[config.mk]
export PLATFORM = sky130hd
export DESIGN_NAME = eqt_tuning_fsm
export DESIGN_NICKNAME = d
export VERILOG_FILES = /design/src/include/eqt_pkg.sv /design/src/eqt_tuning_fsm.sv /design/src/eqt_addr_rom.sv
export SDC_FILE = /design/constraint.sdc
export NUM_CORES = 1
export LEC_CHECK = 0
export ABC_AREA = 1
export BUFFER_PORTS_ARGS = -buffer_cell sky130_fd_sc_hd__buf_2
export CAP_MARGIN = 20
export CORE_MARGIN = 2
export CORE_UTILIZATION = 30
export CTS_BUF_LIST = sky130_fd_sc_hd__clkbuf_4 sky130_fd_sc_hd__clkbuf_8 sky130_fd_sc_hd__clkbuf_16
export DETAILED_ROUTE_END_ITERATION = 10
export PLACE_DENSITY = 0.59
export SYNTH_ARGS = -nofsm -noshare
export SYNTH_HDL_FRONTEND = slang
export SYNTH_SLANG_ARGS = --single-unit
[constraint.sdc]
create_clock -name clk_sys -period 2.15 [get_ports clk_sys]
set_input_delay 0.43 -clock clk_sys [delete_from_list [all_inputs] [get_ports clk_sys]]
set_output_delay 0.43 -clock clk_sys [all_outputs]
set_load 0.05 [all_outputs]
[src/include/eqt_pkg.sv]
// Shared constants and types of the receive-equalizer tuning enable machine.
// Assumes the configuration port of one transceiver octal with 32-bit data.
package eqt_pkg;

   // ==========================================================================
   // Widths and channel selection
   localparam int          NUM_CHAN      = 8;
   localparam logic [3:0]  CHAN_ALL      = 4'h8;
   localparam logic [2:0]  CHAN_LAST     = 3'h7;

   // ==========================================================================
   // Configuration-port map (plain defaults, not from any real part)
   localparam logic [15:0] CTRL_BASE     = 16'h0100;
   localparam logic [15:0] STAT_BASE     = 16'h0104;
   localparam logic [15:0] CHAN_STRIDE   = 16'h0040;

   // ==========================================================================
   // Field positions of the control word and the status word
   localparam int          CTRL_COARSE_BIT = 0;
   localparam int          CTRL_FINE_BIT   = 1;
   localparam int          CTRL_LOOP_BIT   = 2;
   localparam int          STAT_DONE_BIT   = 0;
   localparam int          STAT_ERR_BIT    = 1;

   // ==========================================================================
   // Reset values and poll limit
   localparam logic [7:0]  FLAGS_RESET   = 8'h00;
   localparam logic [7:0]  POLL_MAX      = 8'hFF;

   // ==========================================================================
   // Types
   typedef struct packed {
      logic        en;
      logic        we;
      logic [15:0] addr;
      logic [31:0] wdata;
   } eqt_cfg_req_s;

   localparam eqt_cfg_req_s REQ_IDLE = '{en: 1'b0, we: 1'b0, addr: 16'h0000, wdata: 32'h0000_0000};

   typedef enum logic [2:0] {
      ST_HOLD,
      ST_ADDR,
      ST_ISSUE,
      ST_WAIT,
      ST_NEXT,
      ST_DONE
   } eqt_state_e;

endpackage

[src/eqt_tuning_fsm.sv]
// Receive-equalizer tuning enable machine for one transceiver octal.
// Assumes user logic and the octal configuration port share clk_sys.
`timescale 1ns/1ps

module eqt_tuning_fsm
   import eqt_pkg::*;
(
   // Clock and reset
   input  wire logic         clk_sys,
   input  wire logic         rst,
   input  wire logic         tuning_reset,
   // Octal receive status
   input  wire logic [7:0]   rx_path_ready,
   input  wire logic [7:0]   active_channels,
   // User control
   input  wire logic [3:0]   channel_select,
   input  wire logic         retune_req,
   input  wire logic [7:0]   near_loopback_en,
   // Completion and debug
   output      logic [7:0]   tuning_done,
   output      logic [8:0]   state_debug,
   output      logic [3:0]   status_channel_debug,
   // Configuration port master
   output      eqt_cfg_req_s config_port_req,
   input  wire logic [31:0]  config_port_rdata,
   input  wire logic         config_port_ready
);

   // ==========================================================================
   // Machine state
   eqt_state_e   state, next_state;
   logic [2:0]   chan, next_chan;
   logic         all_mode, next_all_mode;
   logic         phase, next_phase;        // 0: control write, 1: status read
   logic [7:0]   poll, next_poll;
   logic [7:0]   next_done;
   eqt_cfg_req_s next_req;
   logic [15:0]  rom_addr;
   logic         hold;

   // Stay parked while any active channel is not yet receiving
   assign hold = tuning_reset | (|(active_channels & ~rx_path_ready));

   // ==========================================================================
   // Address table
   eqt_addr_rom u_rom (
      .clk_sys   (clk_sys),
      .rst       (rst),
      .is_status (phase),
      .chan      (chan),
      .addr      (rom_addr)
   );

   // Control word: both tuning loops on, loopback as the user holds it
   function automatic logic [31:0] ctrl_word(input logic loop_en);
      logic [31:0] w;
      w = 32'h0000_0000;
      w[CTRL_COARSE_BIT] = 1'b1;
      w[CTRL_FINE_BIT]   = 1'b1;
      w[CTRL_LOOP_BIT]   = loop_en;
      return w;
   endfunction

   // ==========================================================================
   // Next-state logic
   always_comb begin
      next_state    = state;
      next_chan     = chan;
      next_all_mode = all_mode;
      next_phase    = phase;
      next_poll     = poll;
      next_done     = tuning_done;
      next_req      = config_port_req;
      next_req.en   = 1'b0;
      case (state)
         ST_HOLD: begin
            // Fresh start always walks every channel
            next_chan     = 3'h0;
            next_all_mode = 1'b1;
            next_phase    = 1'b0;
            next_poll     = 8'h00;
            next_state    = ST_ADDR;
         end
         ST_ADDR: begin
            // Table read takes a cycle
            next_state = ST_ISSUE;
         end
         ST_ISSUE: begin
            next_req.en    = 1'b1;
            next_req.we    = ~phase;
            next_req.addr  = rom_addr;
            next_req.wdata = phase ? 32'h0000_0000 : ctrl_word(near_loopback_en[chan]);
            next_state     = ST_WAIT;
         end
         ST_WAIT: begin
            // Ignore ready in the enable cycle itself
            if (config_port_ready && !config_port_req.en) begin
               if (!phase) begin
                  next_phase = 1'b1;
                  next_poll  = 8'h00;
                  next_state = ST_ADDR;
               end else if (config_port_rdata[STAT_DONE_BIT]) begin
                  next_done[chan] = ~config_port_rdata[STAT_ERR_BIT];
                  next_state      = ST_NEXT;
               end else if (poll == POLL_MAX) begin
                  // A stuck channel must not block the rest of the octal
                  next_done[chan] = 1'b0;
                  next_state      = ST_NEXT;
               end else begin
                  next_poll  = 8'(poll + 8'h01);
                  next_state = ST_ADDR;
               end
            end
         end
         ST_NEXT: begin
            if (all_mode && chan != CHAN_LAST) begin
               next_chan  = 3'(chan + 3'h1);
               next_phase = 1'b0;
               next_state = ST_ADDR;
            end else begin
               next_state = ST_DONE;
            end
         end
         ST_DONE: begin
            // Park here; only a legal retune request or a hold leaves
            if (retune_req) begin
               if (channel_select < CHAN_ALL) begin
                  next_chan       = channel_select[2:0];
                  next_all_mode   = 1'b0;
                  next_phase      = 1'b0;
                  next_done[channel_select[2:0]] = 1'b0;
                  next_state      = ST_ADDR;
               end else if (channel_select == CHAN_ALL) begin
                  next_chan     = 3'h0;
                  next_all_mode = 1'b1;
                  next_phase    = 1'b0;
                  next_done     = FLAGS_RESET;
                  next_state    = ST_ADDR;
               end
            end
         end
         default: begin
            next_state = ST_HOLD;
         end
      endcase
      // Reset of the tuner overrides state, flags and request, select is disregarded
      if (hold) begin
         next_state  = ST_HOLD;
         next_done   = FLAGS_RESET;
         next_req    = REQ_IDLE;
      end
   end

   // ==========================================================================
   // State registers
   always_ff @(posedge clk_sys or posedge rst) begin
      if (rst) begin
         state           <= ST_HOLD;
         chan            <= 3'h0;
         all_mode        <= 1'b1;
         phase           <= 1'b0;
         poll            <= 8'h00;
         tuning_done     <= FLAGS_RESET;
         config_port_req <= REQ_IDLE;
      end else begin
         state           <= next_state;
         chan            <= next_chan;
         all_mode        <= next_all_mode;
         phase           <= next_phase;
         poll            <= next_poll;
         tuning_done     <= next_done;
         config_port_req <= next_req;
      end
   end

   // ==========================================================================
   // Debug outputs: one-hot state and channel being examined
   assign state_debug          = 9'(9'h001 << state);
   assign status_channel_debug = {1'b0, chan};

endmodule

[src/eqt_addr_rom.sv]
// Address table: control and status word address for each of the eight channels.
// Assumes a read one cycle before use; the address comes out of a register.
`timescale 1ns/1ps

module eqt_addr_rom
   import eqt_pkg::*;
(
   // Clock and reset
   input  wire logic        clk_sys,
   input  wire logic        rst,
   // Lookup
   input  wire logic        is_status,
   input  wire logic [2:0]  chan,
   output      logic [15:0] addr
);

   // ==========================================================================
   // Table contents
   logic [15:0] table_q [0:2*NUM_CHAN-1];

   // One control and one status word per channel, spaced by the stride
   genvar g;
   generate
      for (g = 0; g < NUM_CHAN; g++) begin : gen_entry
         assign table_q[2*g]   = 16'(CTRL_BASE + 16'(g) * CHAN_STRIDE);
         assign table_q[2*g+1] = 16'(STAT_BASE + 16'(g) * CHAN_STRIDE);
      end
   endgenerate

   // ==========================================================================
   // Registered read port
   logic [15:0] next_addr;

   always_comb begin
      next_addr = table_q[{chan, is_status}];
   end

   always_ff @(posedge clk_sys or posedge rst) begin
      if (rst) begin
         addr <= 16'h0000;
      end else begin
         addr <= next_addr;
      end
   end

endmodule

* After elaboration in Yosys (flattened, before gate mapping) *
Memories as Yosys holds them, arrays and structs flattened. A register that Yosys moved wholly into a read port is not among the register bits.
Cells that the tools add are included.

word-level totals
  register bits = 74
  ROM bits = 256
  memories = 1
  logic and storage cells = 116

operators by class
  reductions and logical operators = 19
  bitwise logic cells = 10
  shift operators = 1
  multiplexer cells = 49
  add/sub/neg operators = 2
  order comparisons = 5
  equality and inequality tests = 19

memories
  name              words  bits a word  rd ports  clocked after Yosys merged registers in  write ports  RTL line            RTL
  (name not given)  16     16           1         1                                        0            eqt_addr_rom.sv:35  next_addr = table_q[{chan, is_status}];

operators with widths
  kind                                                               count
  two-way mux 50 bit                                                 2
  two-way mux 8 bit                                                  12
  two-way mux 3 bit                                                  14
  case mux 8 bit (2 select lines)                                    2
  bitwise AND 8 bit                                                  3
  inverter 8 bit                                                     3
  != test 3 bit, second input constant                               7
  case mux 3 bit (6 select lines)                                    1
  two-way mux 1 bit                                                  11
  case mux 3 bit (3 select lines)                                    1
  << shifter 1 x 3 -> 9 bit, first input constant                    1
  adder 8 x 1 -> 8 bit, second input constant                        1
  bitwise mux 8 bit                                                  1
  == test 8 bit, second input constant                               1
  < comparator 3 x 4 -> 1 bit, second input constant                 2
  != test 4 bit, second input constant                               2
  AND reduction 4 bit                                                2
  OR reduction 8 bit                                                 1
  demux 1 bit (select 3 bit)                                         2
  == test 3 x 2 -> 1 bit, second input constant                      2
  == test 3 bit, second input constant                               2
  greater-or-equal comparator 3 x 1 -> 1 bit, second input constant  2
  != test 2 bit, second input constant                               3
  AND reduction 3 bit                                                2
  18 further kinds                                                   25

* Longest topological paths before layout *
Gate-level depths: netlist of run 1.

  word-level depth = 12
  gate-level depth with buffers = 12
  gate-level depth less buffers = 12

* Modules after synthesis *
From an unflattened synthesis of run 1, not the netlist that was laid out.

unflattened totals
  cell total of the unflattened synthesis = 453
  area, all modules = 3196.8 µm²

modules (own cells, without submodules)
  module          area an instance (µm²)  times used  seq. area each (µm²)  cells each
  eqt_tuning_fsm  2977.9                  1           1077.3                434
  eqt_addr_rom    219.0                   1           125.1                 19

* Worst setup path after synthesis of run 1 *
Ideal clock, no wire load.

  path type = register -> register
  start point = register state[0]
  end point = register config_port_req[1] (netlist bit)
  library setup time = 129 ps
  cell stages (with the launch flop) = 5
  setup slack = -202 ps
  path buffers = 0
  data arrival time = 2223 ps
  path through = dfrtp_1 > nor3_1 > nor2_1 > nand2_1 > o21ai_0

between the ends
  longest elaborated chain between the ends = 2

RTL lines
  element                       RTL line               RTL
  from (decl)                   eqt_tuning_fsm.sv:31   eqt_state_e state, next_state;
  from (signal assigned)        eqt_tuning_fsm.sv:166  state <= next_state;
  == test 3 x 2 -> 1 bit        eqt_tuning_fsm.sv:75   case (state)
  nonzero test 2 bit (no line)  --
  to (signal assigned)          eqt_tuning_fsm.sv:172  config_port_req <= next_req;
  to (decl)                     eqt_tuning_fsm.sv:24   output eqt_cfg_req_s config_port_req,

No other way between the ends.
A chain may end at the register's enable or synchronous reset.

* Final worst setup path of run 1 *
  start point = register state[0]
  end point = output port state_debug[4]

between the ends
  longest elaborated chain between the ends = 1

RTL lines
  element                    RTL line               RTL
  << shifter 1 x 3 -> 9 bit  eqt_tuning_fsm.sv:178  assign state_debug = 9'(9'h001 << state);
  to (decl)                  eqt_tuning_fsm.sv:21   output logic [8:0] state_debug,

No other way between the ends.

==> results of run 1 <==
==> logic make-up (layout without fill, tap and decap cells) <==
logic type	after synthesis	in the layout	synth area share, %
buf+inv	108	134	20.3
xor+xnor	2	2	0.614
simple gates	219	219	36.7
compound gates	36	36	7.76
flops	37	37	32.5
other cells	1	42	0.131
mux	2	2	0.701
fa+ha+maj	3	3	1.31
==> synthesized netlist by cell type (4+ instances only) <==
cell type	count
nand2_1	125
inv_1	53
buf_4	45
dfrtp_1	36
nor2_1	31
nand3_1	22
nand3_2	11
o21ai_0	10
o21bai_1	8
nand4_1	7
nand2_4	6
nor3_1	5
a21oi_1	4
nand2_2	4
o21ai_1	4
==> flip-flops by register name, summed over array words and instances (netlist names) <==
signal / count
all_mode: 1
chan: 3
config_port_req: 8
phase: 1
poll: 8
state: 3
tuning_done: 8
u_rom.addr: 5
==> per-stage QoR <==
stage / cells / power, mW
5_1_grt: 604 / 1.60
4_1_cts: 604 / 1.54
3_5_place_dp: 597 / 1.02
3_3_place_gp: 597 / 1.02
6_report: 604 / 1.52
2_1_floorplan: 449 / 1.02
==> worst register-to-register path: stages (launching register included) <==
cell     delay, ns
dfrtp_1       0.39
ha_1          0.18
nand2_1       0.08
nor2_2        0.16
nand2_1       0.08
nand2_1       0.05
nand2_1       0.09
nand2_4       0.19
nand2_2       0.10
nand2_4       0.12
inv_2         0.09
nand2_1       0.06
o21ai_1       0.05
==> how the worst max path moves through the flow <==
stage / slack, ns / startpoint / endpoint / cells after the start
after floorplan: 0.34 / chan[0] / chan[0] / 10
after global placement: 0.42 / poll[0] / poll[6] / 12
after detailed placement: 0.40 / poll[0] / poll[7] / 12
after CTS: 0.19 / state[0] / state_debug[4] / 4
after global routing: 0.1 / state[0] / state_debug[4] / 4
final: 0.21 / state[0] / state_debug[4] / 4
==> layout by cell type, fill, tap and decap left out, types with 3 or more instances in the layout <==
master and n:
buf_2 63, nand2_4 6, conb_1 42, inv_1 53, nor2_2 3, nand3_2 11
nand4_1 7, o21bai_1 8, dfrtp_1 36, buf_4 5, nand2_1 125, o22ai_1 3
ha_1 3, nor2_1 31, a21oi_1 4, nand3_1 22, clkinv_1 3, clkbuf_8 6
nor3_1 4, o21ai_0 10, o21ai_1 4, nand2_2 4
==> routing by layer <==
layer / vias to the layer above / wire (µm) / track usage, %
li1: 1320 / - / -
met1: 1166 / 3030 / 16.9
met2: 58 / 3210 / 23.1
met3: 8 / 322 / 2.90
met4: 0 / 108 / 4.37
met5: - / 0 / 0
==> report_power, final <==
| group | switching [mW] | internal, mW |
|---|---|---|
| clock | 0.254 | 0.254 |
| sequential | 0.00445 | 0.700 |
| combinational | 0.253 | 0.0528 |
| total | 0.511 | 1.01 |
==> cell type report <==
| class | count | share of cell area, % |
|---|---|---|
| multi-input combinational | 304 | 46.2 |
| sequential | 37 | 28.4 |
| timing repair buffer | 68 | 10.8 |
| inverter | 59 | 6.86 |
| tap | 129 | 4.95 |
| clock buffer | 6 | 2.53 |
| clock inverter | 1 | 0.230 |
==> reports/metrics.yaml, run 1 <==
status: "complete, no violations"
finClkSkew_ns: 0.00843
yosysWarnings: 0
cts-buffers-inserted: 5
post_dp_cell_area_mm2: 0.00317
setup.worst_path.end_class: "output port"
wl_per_cell_um: 11.0
ff_latch_area_um2: 927
drive_gt1_share_pct: 22.7
cts_hold_buf: 0
crit_type: "reg -> out"
synth_top_area_cell: "dfrtp_1"
io_pins: 136
design.die.area_mm2: 0.0103
worstReg2RegEnd: "poll[3]"
clk_path_buf_depth: 2
grt_max_degree: 38
place_ws_ns: 0.404
postSynthCellCount: 408
via_count: 2552
h-tree-depth: 2
layout_setup_ws_ns: 0.206
utilization_pct: 35.3
synth_edf_count: 0
r2r_start: "poll[0]"
cts_tree: "yes"
worstPathCellList: "nor2_1, nand2_1, inv_1, buf_2"
ant_nets: 0
rsz0062_at_grt: "false"
antenna_found_initial: 0
path_buf_inv: 2
peakVddDrop_v: 0.000203
synthesis.area_mm2: 0.00286
firstDrtPassIters: 4
synth_top_area_share_pct: 31.6
setup_viol_count_final: 0
cp_max_fo: 7
cpMaxStageDelayCell: "dfrtp_1"
synthToLayoutAreaGrowth_pct: 14.3
row_count: 35
gp_congestion: 0.856
holdWs_ns: 0.256
via_per_inst: 4.23
fill_cells: 994
numClockSinks: 37
fmax_ghz: 0.514
worstPathArrival_ns: 1.51
clk_latency_ns: 0.29
first_global_vias: 2424
path_delay_family: "flip-flops"
multiInputGateArea_mm2: 0.00151
routed_wl_mm: 6.67
final_cell_area_mm2: 0.00326
synth_cell_types: 38
regToRegSetupSlack_ns: 0.40
post_cts.repair.setup_buffers: 0
synth_seq_cells: 37
period_share_pct: 90.4
post-route-min-period_ns: 1.94
async_reset_ff_share_pct: 100
start_util_pct: 30.9
syn_area_per_cell_um2: 7.00
critPathLaunchType: "register"
maxCapViolCount: 0
ctsResizeCount: 0
die_x_um: 102
slew_violations: 0
hold_viol_final: 0
drt_iter0_drc: 55
dpl.hpwl_mm: 5.26
final_nets: 543
dieHeight_um: 102
required_ns: 1.72
antenna_cells: 0
grt_pass1_wl_mm: 11.0
grt_use_total_pct: 13.5
p_leak_nw: 1.84
hold_class: "in -> async"
rr_worst_depth: 12
synth_flop_cell: "dfrtp_1"
drcViolationCount: 0
cts_root_buf: "clkbuf_8"
io_buffers: 63
power.density_mw_per_mm2: 465
synth_area_leaders: "dfrtp_1, nand2_1, buf_4"
overflow: 0
slowest_delay_ns: 0.50
tns_ns: 0
path_clk_slew_ns: 0.08
yosysSeqAreaShare_pct: 32.5
coreArea_mm2: 0.00924
(Power assumes the default switching activity.)
==> run 2, diff against run 1 <==
==> constraint.sdc (replaced) <==
create_clock -name clk_sys -period 2.15 [get_ports clk_sys]
set_input_delay 0.1075 -clock clk_sys [delete_from_list [all_inputs] [get_ports clk_sys]]
set_output_delay 0.1075 -clock clk_sys [all_outputs]
set_load 0.05 [all_outputs]
==> run 2 against run 1 <==
Effect of this change:
- first-iteration DRC count grew 62%
- fmax grew 9.0%
- sequential share of layout area shrank 0.14 points
- cell count grew 0.33%
- combinational power is essentially flat
- largest power group unchanged
- die area is the same
==> reports/metrics.yaml, run 2 (synthesized netlist as in run 1, its figures left out) <==
peakVddDrop_v: 0.000192  # -5.6%
setup_viol_count_final: 0  # unchanged
worstReg2RegEnd: "poll[6]"
firstDrtPassIters: 4  # unchanged
grt_max_degree: 38  # unchanged
intPower_mw: 1.01  # +0.74%
final_cell_mix: "nand2_1, buf_2, inv_1"
coreArea_mm2: 0.00924  # unchanged
crit_type: "reg -> reg"
cts-buffers-inserted: 5  # unchanged
worstPathCellList: "ha_1, nand2_1, nor2_2, nand2_1, nand2_1, nand2_1, nand2_4, nand2_2, nand2_4, inv_2, nand3_1, nand2_1"
die_x_um: 102  # unchanged
period_share_pct: 83.0  # -7.4 points
final_cells: 606  # +0.33%
drcViolationCount: 0  # unchanged
critPathLaunchType: "register"
antenna_cells: 0  # unchanged
post-route-min-period_ns: 1.78  # -0.160 ns
grt_pass1_wl_mm: 11.2  # +1.8%
path_delay_family: "simple AND/OR/NAND/NOR gates"
dieHeight_um: 102  # unchanged
regToRegSetupSlack_ns: 0.37  # -0.03 ns
overflow: 0  # unchanged
gp_congestion: 0.871  # +1.7%
rr_worst_depth: 12  # unchanged
routed_wl_mm: 6.78  # +1.6%
numClockSinks: 37  # unchanged
p_sw_share_pct: 34.4  # +0.75 points
required_ns: 2.34  # +0.62 ns
min_to: "config_port_req[2]"
finClkSkew_ns: 0.00693  # -0.00150 ns
multiInputGateArea_mm2: 0.00151  # unchanged
drt_iter0_drc: 89  # +62%
hp-start: "near_loopback_en[6]"
cp_max_fo: 10  # +3
io_pins: 136  # unchanged
final_nets: 544  # +0.18%
drive_gt1_share_pct: 22.9  # +0.11 points
top_layer_used: "met4"
maxCapViolCount: 0  # unchanged
antenna_found_initial: 0  # unchanged
slowest_delay_ns: 0.40  # -0.10 ns
ant_nets: 0  # unchanged
met2WireLength_mm: 3.21  # about the same
top_regs: "config_port_req x8, poll x8, tuning_done x8"
worstPathArrival_ns: 1.97  # +0.46 ns
start_util_pct: 30.9  # unchanged
grt_use_total_pct: 13.8  # +0.28 points
utilization_pct: 35.5  # +0.18 points
clk_latency_ns: 0.30  # about the same
cts_tree: "yes"
dpl.hpwl_mm: 5.30  # +0.84%
cpMaxStageDelayCell: "dfrtp_1"
drt-met1-wl_mm: 3.07  # +1.2%
power_frac_seq_pct: 45.6  # -0.8 points
via_per_inst: 4.30  # +1.9%
r2r_start: "poll[0]"
p_leak_nw: 1.85  # +0.66%
synthToLayoutAreaGrowth_pct: 14.9
rsz0062_at_grt: "false"
power.density_mw_per_mm2: 471  # +1.4%
fmax_ghz: 0.560  # +9.0%
setup.worst_path.end_class: "register"
tns_ns: 0  # unchanged
clock_power_share_pct: 34.5  # +1.1 points
dpl.cell_count: 597  # unchanged
slew_violations: 0  # unchanged
design.die.area_mm2: 0.0103  # unchanged
switchingPower_uw: 532  # +4.2%
cts_root_buf: "clkbuf_8"
mostFrequentLayoutCell: "nand2_1"
first_global_vias: 2378  # -1.9%
clk_path_buf_depth: 2  # unchanged
path_buf_inv: 1  # -1
hold_viol_final: 0  # unchanged
h-tree-depth: 2  # unchanged
hold_class: "in -> reg"
hold_depth: 5
status: "complete, no violations"
wl_per_cell_um: 11.2  # +1.3%
ff_latch_area_um2: 927  # unchanged
fill_cells: 986  # -0.80%
path_clk_slew_ns: 0.08  # about the same
via_count: 2608  # +2.2%
row_count: 35  # unchanged
pwr-share-comb_pct: 19.9  # -0.2 points
io_buffers: 63  # unchanged
path_common_cell: "nand2_1"
wl_met3_um: 328  # +1.9%
-- run 2: cell types whose count changed in the layout (fill, tap and decap cells not counted) --
cell / change
clkinv_2: +1
clkinv_4: +1
clkinvlp_4: -1
dlygate4sd3_1: +1
-- run 2: stage by stage --
step / setup slack, ns / cell area [µm²] / total power, mW / hold WS [ns]
finish: 0.366 / 3280 / 1.55 / 0.178
global route: 0.188 / 3280 / 1.62 / 0.199
CTS: 0.354 / 3280 / 1.56 / 0.171
detailed placement: 0.372 / 3170 / 1.02 / 0.259
global placement: 0.421 / 3170 / 1.02 / 0.251
floorplan: 0.343 / 3010 / 1.02 / 0.286
-- run 2: how the worst max path moves through the flow --
| stage | end | start | cells after the start | slack [ns] |
|---|---|---|---|---|
| 2_1_floorplan | chan[0] | chan[0] | 10 | 0.34 |
| 3_3_place_gp | poll[6] | poll[0] | 12 | 0.42 |
| 3_5_place_dp | poll[6] | poll[0] | 12 | 0.37 |
| 4_1_cts | poll[6] | poll[0] | 12 | 0.35 |
| 5_1_grt | poll[2] | poll[0] | 12 | 0.19 |
| 6_report | poll[6] | poll[0] | 12 | 0.37 |
-- run 2: worst reg2reg max path, stage by stage (launching register included) --
cell     delay (ns)
dfrtp_1        0.40
ha_1           0.19
nand2_1        0.08
nor2_2         0.17
nand2_1        0.07
nand2_1        0.05
nand2_1        0.09
nand2_4        0.18
nand2_2        0.09
nand2_4        0.12
inv_2          0.09
nand3_1        0.08
nand2_1        0.06
-- run 2: power by group through the flow --
stage / logic [mW] / registers, mW / clock network [mW]
5_1_grt: 0.334 / 0.706 / 0.585
4_1_cts: 0.307 / 0.705 / 0.552
6_report: 0.307 / 0.705 / 0.534
3_3_place_gp: 0.303 / 0.719 / 0
2_1_floorplan: 0.299 / 0.720 / 0
3_5_place_dp: 0.306 / 0.719 / 0
-- run 2: per-layer routing --
metal  vias to the layer above  GRT usage [%]
li1                       1326              -
met1                      1189           17.6
met2                        76           23.0
met3                        17           2.90
met4                         0           4.99
met5                         -              0
-- run 2: what timing repair did --
item,4_1_cts,5_1_grt
gates resized for setup,0,0
hold buffers,1,0
setup buffers,0,0
setup endpoints to repair,0,0
hold endpoints to repair,36,0
-- run 2: area by class of cell --
type,instances,share of cell area [%]
well taps,129,4.92
repair buffers,69,11.1
clock inverters,2,0.420
clock buffers,6,2.52
multi-input cells,304,46.0
flip-flops and latches,37,28.3
inverters,59,6.83
